$ cat src/osc_sel_pkg.sv
// Purpose: shared constants and types of the system clock source selector
// Assumes: 10 MHz sys_clk, 16-bit register port
// Notes: register indices are word indices on the plain register port
package osc_sel_pkg;
    localparam int ADDR_W = 4;
    localparam int DATA_W = 16;
    localparam logic [3:0] OSC_CTRL_ADDR = 4'h0;
    localparam logic [3:0] IRQ_STATUS_ADDR = 4'h1;
    localparam logic [3:0] IRQ_MASK_ADDR = 4'h2;
    // oscillator_control field positions
    localparam int CUR_LSB = 12;
    localparam int NEW_LSB = 8;
    localparam int LOCK_BIT = 7;
    localparam int PIN_LOCK_BIT = 6;
    localparam int PLL_LOCK_BIT = 5;
    localparam int CF_BIT = 3;
    localparam int SEC_EN_BIT = 1;
    localparam int SW_REQ_BIT = 0;
    // interrupt status and mask bits
    localparam int IRQ_W = 3;
    localparam int IRQ_SWITCH_BIT = 0;
    localparam int IRQ_FAIL_BIT = 1;
    localparam int IRQ_PLL_BIT = 2;
    localparam logic [2:0] IRQ_RESET = 3'h0;
    typedef enum logic [2:0] {
        SRC_FAST_RC = 3'h0,
        SRC_FAST_RC_PLL = 3'h1,
        SRC_PRIMARY = 3'h2,
        SRC_PRIMARY_PLL = 3'h3,
        SRC_SECONDARY = 3'h4,
        SRC_LOW_POWER_RC = 3'h5,
        SRC_FAST_RC_DIV16 = 3'h6,
        SRC_FAST_RC_DIV_N = 3'h7
    } src_t;
    localparam src_t ERASED_SOURCE = SRC_FAST_RC_DIV_N;
    typedef enum logic [1:0] {
        MODE_APPLIED = 2'h0,
        MODE_STANDARD = 2'h1,
        MODE_FAST = 2'h2,
        MODE_RESERVED = 2'h3
    } pmode_t;
    typedef enum logic [1:0] {
        ST_RUN = 2'h1,
        ST_SWITCH = 2'h2
    } state_t;
    localparam int unsigned FAST_RC_FIXED_DIV = 16;
    // timing
    localparam int unsigned CLK_PERIOD_NS = 100;
    localparam int unsigned SWITCH_TIME_NS = 10000;
    localparam int unsigned SWITCH_CYCLES = (SWITCH_TIME_NS + CLK_PERIOD_NS - 1) / CLK_PERIOD_NS;
    localparam int unsigned PLL_START_NS = 2000;
    localparam int unsigned PLL_START_CYCLES = (PLL_START_NS + CLK_PERIOD_NS - 1) / CLK_PERIOD_NS;
    localparam int TIMER_W = 8;
endpackage

$ cat src/clk_sel_if.sv
// Purpose: carries a source code to the decoder and the decoded enables back
// Assumes: purely combinational path
// Notes: none
`timescale 1ns/1ps
interface clk_sel_if;
    logic [2:0] source;
    logic [1:0] mode;
    logic pin_fn;
    logic fast_rc_en;
    logic low_power_rc_en;
    logic secondary_sel;
    logic primary_en;
    logic pll_en;
    logic div16;
    logic div_n;
    logic fast_crystal;
    logic standard_crystal;
    logic applied_clk;
    logic osc2_io;
    modport dec(input source, mode, pin_fn, output fast_rc_en, low_power_rc_en,
        secondary_sel, primary_en, pll_en, div16, div_n, fast_crystal,
        standard_crystal, applied_clk, osc2_io);
    modport use_side(output source, mode, pin_fn, input fast_rc_en, low_power_rc_en,
        secondary_sel, primary_en, pll_en, div16, div_n, fast_crystal,
        standard_crystal, applied_clk, osc2_io);
endinterface

$ cat src/source_decode.sv
// Purpose: turns a three-bit source code and primary mode into source enables
// Assumes: inputs stable within a cycle
// Notes: combinational only
`timescale 1ns/1ps
module source_decode (
    clk_sel_if.dec sel
);
    wire is_primary;
    assign is_primary = (sel.source == osc_sel_pkg::SRC_PRIMARY)
        || (sel.source == osc_sel_pkg::SRC_PRIMARY_PLL);
    assign sel.fast_rc_en = (sel.source == osc_sel_pkg::SRC_FAST_RC)
        || (sel.source == osc_sel_pkg::SRC_FAST_RC_PLL)
        || (sel.source == osc_sel_pkg::SRC_FAST_RC_DIV16)
        || (sel.source == osc_sel_pkg::SRC_FAST_RC_DIV_N);
    assign sel.pll_en = (sel.source == osc_sel_pkg::SRC_FAST_RC_PLL)
        || (sel.source == osc_sel_pkg::SRC_PRIMARY_PLL);
    assign sel.low_power_rc_en = (sel.source == osc_sel_pkg::SRC_LOW_POWER_RC);
    assign sel.secondary_sel = (sel.source == osc_sel_pkg::SRC_SECONDARY);
    assign sel.div16 = (sel.source == osc_sel_pkg::SRC_FAST_RC_DIV16);
    assign sel.div_n = (sel.source == osc_sel_pkg::SRC_FAST_RC_DIV_N);
    assign sel.primary_en = is_primary;
    // mode only looked at for primary codes
    assign sel.fast_crystal = is_primary && (sel.mode == osc_sel_pkg::MODE_FAST);
    assign sel.standard_crystal = is_primary && (sel.mode == osc_sel_pkg::MODE_STANDARD);
    // reserved mode falls back to the applied clock, the safest pin setup
    assign sel.applied_clk = is_primary && ((sel.mode == osc_sel_pkg::MODE_APPLIED)
        || (sel.mode == osc_sel_pkg::MODE_RESERVED));
    assign sel.osc2_io = !(sel.fast_crystal || sel.standard_crystal) && sel.pin_fn;
endmodule

$ cat src/stage_timer.sv
// Purpose: counts cycles while run is high and flags when the count is reached
// Assumes: count fits in W bits
// Notes: done is a level that holds until run drops
`timescale 1ns/1ps
module stage_timer #(
    parameter int unsigned COUNT = 4,
    parameter int W = 8
) (
    input wire logic sys_clk,
    input wire logic srst,
    input wire logic run,
    output logic done
);
    logic [W-1:0] cnt_reg;
    logic [W-1:0] cnt_next;
    assign done = run && (cnt_reg == W'(COUNT));
    assign cnt_next = !run ? '0 : (done ? cnt_reg : cnt_reg + W'(1));
    always_ff @(posedge sys_clk) begin
        if (srst) begin
            cnt_reg <= '0;
        end else begin
            cnt_reg <= cnt_next;
        end
    end
endmodule

$ cat src/osc_select_top.sv
// Purpose: power-on clock source selection and the oscillator control register
// Assumes: srst is the power-on reset; config inputs are stable around its release
// Notes: switch sequencing is a fixed settle delay, not a model of the sources
`timescale 1ns/1ps
module osc_select_top (
    input wire logic sys_clk,
    input wire logic srst,
    input wire logic [2:0] initial_source_field,
    input wire logic [1:0] primary_mode_field,
    input wire logic osc_pin_function_select,
    input wire logic config_erased,
    input wire logic pll_locked,
    input wire logic clock_fail_detect,
    input wire logic [3:0] reg_addr,
    input wire logic [15:0] reg_wdata,
    input wire logic reg_wr,
    input wire logic reg_rd,
    output logic [15:0] reg_rdata,
    output logic irq,
    output logic fast_rc_osc_en,
    output logic low_power_rc_osc_en,
    output logic secondary_osc_sel,
    output logic secondary_osc_en,
    output logic primary_osc_en,
    output logic pll_en,
    output logic fast_rc_div16,
    output logic fast_rc_div_n,
    output logic fast_crystal,
    output logic standard_crystal,
    output logic applied_clock_pin_mode,
    output logic osc2_pin_is_io,
    output logic pin_map_lock
);
    clk_sel_if sel ();

    source_decode u_decode (
        .sel(sel)
    );

    logic [2:0] current_reg;
    logic [2:0] new_reg;
    logic lock_reg;
    logic pin_lock_reg;
    logic cf_reg;
    logic sec_en_reg;
    logic sw_req_reg;
    logic pll_lock_reg;
    logic [2:0] irq_stat_reg;
    logic [2:0] irq_mask_reg;
    logic [15:0] rdata_reg;
    logic irq_reg;
    osc_sel_pkg::state_t state_reg;
    osc_sel_pkg::state_t state_next;

    logic fast_rc_reg;
    logic low_power_rc_osc_reg;
    logic secondary_osc_sel_reg;
    logic prim_reg;
    logic pll_reg;
    logic div16_reg;
    logic divn_reg;
    logic fxtal_reg;
    logic sxtal_reg;
    logic applied_reg;
    logic osc2_reg;
    logic sec_on_reg;

    wire [2:0] init_source;
    wire wr_ctrl;
    wire wr_mask;
    wire rd_stat;
    wire req_accept;
    wire switch_done;
    wire switch_complete;
    wire pll_timer_done;
    wire pll_lock_now;
    wire [2:0] events;
    wire [2:0] irq_stat_next;
    wire [2:0] irq_mask_next;
    wire [15:0] ctrl_word;
    wire [15:0] rd_word;
    wire cf_next;
    wire sec_en_next;

    // erased memory overrides whatever the source field reads
    assign init_source = config_erased ? 3'(osc_sel_pkg::ERASED_SOURCE)
        : initial_source_field;

    // decode always looks at the active source
    assign sel.source = current_reg;
    assign sel.mode = primary_mode_field;
    assign sel.pin_fn = osc_pin_function_select;

    assign wr_ctrl = reg_wr && (reg_addr == osc_sel_pkg::OSC_CTRL_ADDR);
    assign wr_mask = reg_wr && (reg_addr == osc_sel_pkg::IRQ_MASK_ADDR);
    assign rd_stat = reg_rd && (reg_addr == osc_sel_pkg::IRQ_STATUS_ADDR);

    // a locked clock ignores any switch request
    assign req_accept = wr_ctrl && reg_wdata[osc_sel_pkg::SW_REQ_BIT] && !lock_reg;

    stage_timer #(
        .COUNT(osc_sel_pkg::SWITCH_CYCLES),
        .W(osc_sel_pkg::TIMER_W)
    ) u_switch_timer (
        .sys_clk(sys_clk),
        .srst(srst),
        .run(state_reg == osc_sel_pkg::ST_SWITCH),
        .done(switch_done)
    );

    // start-up timer restarts on every switch, so a new pll source waits again
    stage_timer #(
        .COUNT(osc_sel_pkg::PLL_START_CYCLES),
        .W(osc_sel_pkg::TIMER_W)
    ) u_pll_timer (
        .sys_clk(sys_clk),
        .srst(srst),
        .run(sel.pll_en && (state_reg == osc_sel_pkg::ST_RUN)),
        .done(pll_timer_done)
    );

    assign pll_lock_now = sel.pll_en && (pll_locked || pll_timer_done);
    assign switch_complete = (state_reg == osc_sel_pkg::ST_SWITCH) && switch_done;

    always_comb begin
        state_next = state_reg;
        case (state_reg)
            osc_sel_pkg::ST_RUN: begin
                if (sw_req_reg) begin
                    state_next = osc_sel_pkg::ST_SWITCH;
                end
            end
            osc_sel_pkg::ST_SWITCH: begin
                if (switch_done) begin
                    state_next = osc_sel_pkg::ST_RUN;
                end
            end
            default: begin
                state_next = osc_sel_pkg::ST_RUN;
            end
        endcase
    end

    // new fail wins over a software clear in the same cycle
    assign cf_next = clock_fail_detect
        || (cf_reg && !(wr_ctrl && !reg_wdata[osc_sel_pkg::CF_BIT]));

    assign sec_en_next = wr_ctrl ? reg_wdata[osc_sel_pkg::SEC_EN_BIT] : sec_en_reg;

    assign events[osc_sel_pkg::IRQ_SWITCH_BIT] = switch_complete;
    assign events[osc_sel_pkg::IRQ_FAIL_BIT] = clock_fail_detect;
    assign events[osc_sel_pkg::IRQ_PLL_BIT] = pll_lock_now && !pll_lock_reg;
    // read clears, but a same-cycle event survives
    assign irq_stat_next = (rd_stat ? 3'h0 : irq_stat_reg) | events;
    assign irq_mask_next = wr_mask ? reg_wdata[osc_sel_pkg::IRQ_W-1:0] : irq_mask_reg;

    assign ctrl_word = {1'b0, current_reg, 1'b0, new_reg, lock_reg, pin_lock_reg,
        pll_lock_reg, 1'b0, cf_reg, 1'b0, sec_en_reg, sw_req_reg};
    assign rd_word = (reg_addr == osc_sel_pkg::OSC_CTRL_ADDR) ? ctrl_word
        : (reg_addr == osc_sel_pkg::IRQ_STATUS_ADDR) ? {13'h0000, irq_stat_reg}
        : (reg_addr == osc_sel_pkg::IRQ_MASK_ADDR) ? {13'h0000, irq_mask_reg}
        : 16'h0000;

    // control register
    always_ff @(posedge sys_clk) begin
        if (srst) begin
            current_reg <= init_source;
            new_reg <= init_source;
            lock_reg <= 1'b0;
            pin_lock_reg <= 1'b0;
            sec_en_reg <= 1'b0;
            cf_reg <= 1'b0;
        end else begin
            if (switch_complete) begin
                current_reg <= new_reg;
            end
            if (wr_ctrl && !lock_reg && (state_reg == osc_sel_pkg::ST_RUN) && !sw_req_reg) begin
                new_reg <= reg_wdata[osc_sel_pkg::NEW_LSB +: 3];
            end
            if (wr_ctrl) begin
                // lock is set-only until the next power-on
                lock_reg <= lock_reg | reg_wdata[osc_sel_pkg::LOCK_BIT];
                pin_lock_reg <= reg_wdata[osc_sel_pkg::PIN_LOCK_BIT];
                sec_en_reg <= reg_wdata[osc_sel_pkg::SEC_EN_BIT];
            end
            cf_reg <= cf_next;
        end
    end

    // switch request and sequencing
    always_ff @(posedge sys_clk) begin
        if (srst) begin
            sw_req_reg <= 1'b0;
            state_reg <= osc_sel_pkg::ST_RUN;
        end else begin
            if (switch_complete) begin
                sw_req_reg <= 1'b0;
            end else if (req_accept) begin
                sw_req_reg <= 1'b1;
            end
            state_reg <= state_next;
        end
    end

    // status, interrupt and read port
    always_ff @(posedge sys_clk) begin
        if (srst) begin
            pll_lock_reg <= 1'b0;
            irq_stat_reg <= osc_sel_pkg::IRQ_RESET;
            irq_mask_reg <= osc_sel_pkg::IRQ_RESET;
            irq_reg <= 1'b0;
            rdata_reg <= 16'h0000;
        end else begin
            pll_lock_reg <= pll_lock_now;
            irq_stat_reg <= irq_stat_next;
            irq_mask_reg <= irq_mask_next;
            irq_reg <= |(irq_stat_next & irq_mask_next);
            rdata_reg <= reg_rd ? rd_word : 16'h0000;
        end
    end

    // source enables, registered so outputs never glitch during decode
    always_ff @(posedge sys_clk) begin
        if (srst) begin
            fast_rc_reg <= 1'b0;
            low_power_rc_osc_reg <= 1'b0;
            secondary_osc_sel_reg <= 1'b0;
            prim_reg <= 1'b0;
            pll_reg <= 1'b0;
            div16_reg <= 1'b0;
            divn_reg <= 1'b0;
            fxtal_reg <= 1'b0;
            sxtal_reg <= 1'b0;
            applied_reg <= 1'b0;
            osc2_reg <= 1'b0;
            sec_on_reg <= 1'b0;
        end else begin
            fast_rc_reg <= sel.fast_rc_en;
            low_power_rc_osc_reg <= sel.low_power_rc_en;
            secondary_osc_sel_reg <= sel.secondary_sel;
            prim_reg <= sel.primary_en;
            pll_reg <= sel.pll_en;
            div16_reg <= sel.div16;
            divn_reg <= sel.div_n;
            fxtal_reg <= sel.fast_crystal;
            sxtal_reg <= sel.standard_crystal;
            applied_reg <= sel.applied_clk;
            osc2_reg <= sel.osc2_io;
            // secondary runs when enabled by software or when it is the clock
            sec_on_reg <= sec_en_next || sel.secondary_sel;
        end
    end

    assign reg_rdata = rdata_reg;
    assign irq = irq_reg;
    assign fast_rc_osc_en = fast_rc_reg;
    assign low_power_rc_osc_en = low_power_rc_osc_reg;
    assign secondary_osc_sel = secondary_osc_sel_reg;
    assign secondary_osc_en = sec_on_reg;
    assign primary_osc_en = prim_reg;
    assign pll_en = pll_reg;
    assign fast_rc_div16 = div16_reg;
    assign fast_rc_div_n = divn_reg;
    assign fast_crystal = fxtal_reg;
    assign standard_crystal = sxtal_reg;
    assign applied_clock_pin_mode = applied_reg;
    assign osc2_pin_is_io = osc2_reg;
    assign pin_map_lock = pin_lock_reg;
endmodule

$ cat config.mk
export PLATFORM = sky130hd
export DESIGN_NAME = osc_select_top
export DESIGN_NICKNAME = d
export VERILOG_FILES = /design/src/osc_sel_pkg.sv /design/src/clk_sel_if.sv /design/src/source_decode.sv /design/src/stage_timer.sv /design/src/osc_select_top.sv
export SDC_FILE = /design/constraint.sdc
export NUM_CORES = 1
export LEC_CHECK = 0
export ABC_AREA = 1
export CAP_MARGIN = 20
export CORE_MARGIN = 10
export CORE_UTILIZATION = 56
export CTS_CLUSTER_SIZE = 24
export DETAILED_ROUTE_END_ITERATION = 7
export DONT_BUFFER_PORTS = 1
export PLACE_DENSITY = 0.74
export SLEW_MARGIN = 20
export SYNTH_ARGS = -nofsm -noshare
export SYNTH_HDL_FRONTEND = slang
export SYNTH_SLANG_ARGS = --single-unit
$ cat constraint.sdc
create_clock -name sys_clk -period 1.23 [get_ports sys_clk]
set_input_delay 0.123 -clock sys_clk [delete_from_list [all_inputs] [get_ports sys_clk]]
set_output_delay 0.123 -clock sys_clk [all_outputs]
set_load 0.02 [all_outputs]
==> summary.txt <==
Run status
  • Status: complete, but fails checks
  • Violated checks: hold timing, setup timing

Power
  • Gate power share: 0.074
  • Flop pwr share: 0.481
  • Max VDD drop: around 810 uV
  • Int Power: 3434 uW
  • Leak: ~0.0013 uW
  • Pwr Density: 1391 nW/um^2
  • Clk pwr share: 0.445
  • Overall Power: approximately 4500 uW
  • Sw Share: 0.2337
  • Switch Pwr: 1047 uW

Logic synthesis
  • Synth Instances: ~300
  • Seq cells post-synth: 62
  • XOR/XNOR Fraction of Synth Area: 0.006849
  • Simple-Gate Fraction of Synth Area: 0.2573
  • Compound-Gate Fraction of Synth Area: 0.1062
  • Synth Cell Area: 2557 um^2
  • Largest family of logic cells by synthesized area: simple AND/OR/NAND/NOR gates
  • Main flop type after synthesis: dfxtp_1
  • Post-synthesis adder-cell area fraction: 0.02935
  • Post-Syn Area per Cell: 8.277 um^2
  • Syn. warnings: 0
  • Number of synthesized flops with an enable pin: 6
  • Post-synthesis mux area share: 0
  • Post-synthesis sequential area ratio: 0.5088
  • FFs w/ async S/R, synth: 0
  • Synth cell types: 36

Drt
  • WL final: 5.648 mm
  • Met2 Wirelength: 2.830 mm
  • WL met3: between 400 and 500 um
  • Drt first-iter violations: 86
  • # DRC: 0
  • DRT Pass-1 Iters: 4
  • Uppermost layer routed: met4
  • Total number of vias: a little over 2000
  • Met1 wire length: 2.248 mm
  • Avg WL per Cell: 13.98 um
  • Post-route ant nets: 0
  • Vias per cell: between 5 and 6

Global route
  • Antenna violations before repair: 0
  • First-pass GRT wire length: between 8 and 9 mm
  • Overflow after GRT: 0
  • Largest net degree at the start of global routing: 24
  • GRT Total Usage: 0.1470
  • Vias in the first global route: ~2000

Critical path
  • R2R setup slack: -0.01 ns
  • Kind of critical path: flip-flop to flip-flop
  • Reg2reg end: u_pll_timer.cnt_reg[6]
  • CP max FO: 3
  • Top Family by Delay on Critical Path: simple AND/OR/NAND/NOR gates
  • Worst endpoint data arrival time: approximately 1.5 ns
  • Worst path slowest cell: edfxtp_1
  • Worst Path Required: 1.49 ns
  • Largest stage delay on the critical path: roughly 0.42 ns
  • CP startpoint kind: flip-flop
  • WP buf/inv: 2
  • Worst setup EP type: flip-flop
  • Worst reg-to-reg path cell count: 6
  • Critical path cell sequence: inv_2, nand2_4, nor2_4, nand2_2, buf_4, nor3_1
  • Worst r2r src: current_reg[2]

Timing
  • Max-slew violations: 0
  • Worst Slack Setup Final: -0.01079 ns
  • Min Tclk post-route: 1.241 ns
  • Part of the cycle the worst path needs: 1.009
  • Peak Freq: ~0.81 GHz
  • Final hold slack: -0.1571 ns
  • # setup viols final: 1
  • Hold Violations, Final: 15
  • Skew final: 0.01010 ns
  • Unrepaired setup endpoints after global routing: yes

Clocking
  • CTS root buf: clkbuf_8
  • CTS tree: yes
  • Clock sinks: between 60 and 70
  • Hold buffers post-CTS: 12
  • Clock slew at reported path FFs: around 0.070 ns
  • CTS max path bufs: 2
  • Clock Latency Late Sink: 0.34 ns
  • Number of CTS-inserted buffers: 9
  • H-tree Lvls: 3

Placement
  • PortBufs: 0
  • HPWL Detailed: approximately 3.9 mm
  • GP Congestion: 0.8071

Min path
  • HP Class: input port to flip-flop
  • Hold Path Cell Cnt: 1
  • Worst hold start: srst
  • Hold path endpoint: irq_mask_reg[2]

Cells and area
  • Layout cells sized above 1: 0.2642
  • Ant. Diodes: 0
  • P&R area growth vs syn: 25.98%
  • Finished Core Util: 0.7349
  • Nets: 386
  • Max FFs per register: 13

Floorplanning
  • Row Count: 24
  • Die ar.: approximately 7700 um^2
  • Die X: approximately 88 um
  • Die Y: 87.58 um
  • I/O pin count: 63
  • CORE AREA: approximately 4400 um^2
  • Starting Density: 0.5833

Flow run
  • Max Cap Violations: 0
cell usage after synthesis (2+ instances only):
cell type | count | area [um^2]
a21oi_1 | 23 | 115.1
a31oi_1 | 3 | 18.77
buf_4 | 3 | 22.52
dfxtp_1 | 56 | 1121
edfxtp_1 | 6 | 180.2
ha_1 | 6 | 75.07
inv_1 | 41 | 153.9
inv_2 | 6 | 22.52
nand2_1 | 61 | 229.0
nand2_2 | 6 | 37.54
nand3_1 | 9 | 45.04
nand3_2 | 2 | 20.02
nand3_4 | 3 | 52.55
nand4_1 | 5 | 31.28
nor2_1 | 33 | 123.9
nor2_4 | 4 | 45.04
nor3_1 | 7 | 35.03
o21ai_0 | 16 | 80.08
o21ai_1 | 2 | 10.01
worst register-to-register path, delay by kind of cell (launching register included):
| kind | cells | cell delay [ns] |
|---|---|---|
| buf+inv | 2 | 0.25 |
| flops | 1 | 0.42 |
| simple gates | 4 | 0.49 |
stage by stage:
| step | setup TNS, ns | instances | hold WS (ns) | worst slack (ns) | instance area (um^2) |
|---|---|---|---|---|---|
| 2_1_floorplan | 0 | 311 | 0.1868 | 0.007759 | 2567 |
| 3_3_place_gp | 0 | 368 | 0.1922 | 0.02101 | 2683 |
| 3_5_place_dp | -0.04965 | 368 | 0.1929 | -0.03278 | 2683 |
| 4_1_cts | -0.004109 | 400 | -0.1686 | -0.004109 | 3073 |
| 5_1_grt | -1.068 | 404 | -0.1725 | -0.1024 | 3222 |
| 6_report | -0.01079 | 404 | -0.1571 | -0.01079 | 3222 |
cells by family after synthesis:
kind of cell             count (synthesis)
AND/OR/NAND/NOR                        134
buffers and inverters                   55
AO/OA/AOI/OAI                           49
flip-flops                              62
adder cells (fa/ha/maj)                  6
other                                    1
XOR/XNOR                                 2
routing by layer:
metal  track usage  up-vias
met3       0.06778       17
met5             0        -
met4       0.05072        0
li1              -     1053
met1        0.1551      926
met2        0.2526       54
how the worst max path moves through the flow:
stage / from / to / cells after the start
floorplan: u_switch_timer.cnt_reg[0] / current_reg[0] / 6
CTS: u_pll_timer.cnt_reg[0] / irq / 10
finish: current_reg[2] / u_pll_timer.cnt_reg[6] / 6
global placement: u_pll_timer.cnt_reg[0] / irq / 10
global route: state_reg[1] / new_reg[2] / 5
detailed placement: u_pll_timer.cnt_reg[0] / irq / 10
power groups by stage:
stage	registers, uW	logic, uW	clock network (uW)
3_5_place_dp	2200	246	0
4_1_cts	2150	290	2020
2_1_floorplan	2190	206	0
6_report	2160	330	1990
3_3_place_gp	2200	239	0
5_1_grt	2160	376	2120
cell type report:
| class | instances | area (um^2) |
|---|---|---|
| fillers | 320 | 1162 |
| clock inverters | 5 | 83.83 |
| inverters | 49 | 187.7 |
| flip-flops and latches | 62 | 1305 |
| clock buffers | 11 | 141.4 |
| repair buffers | 30 | 272.8 |
| multi-input cells | 195 | 1166 |
| well taps | 52 | 65.06 |
layout by cell type (no fill, tap or decap), types with 4 or more instances in the layout:
cell,netlist,layout
a21oi_1,23,21
buf_4,3,16
clkbuf_8,1,10
dfxtp_1,56,53
dlygate4sd3_1,0,11
edfxtp_1,6,6
inv_1,41,35
inv_2,6,11
nand2_1,61,57
nand2_2,6,7
nand3_1,9,7
nand3_2,2,4
nand3_4,3,4
nand4_1,5,5
nor2_1,33,25
nor2_2,1,7
nor2_4,4,6
nor3_1,7,6
o21ai_0,16,12
o21ai_1,2,4
what timing repair did:
action	in CTS	in global routing
cloned	1	0
gates resized for setup	3	43
hold endpoints to repair	36	15
pin swaps	2	13
setup endpoints to repair	6	31
buffers inserted	3	5
(Power assumes the default switching activity.)
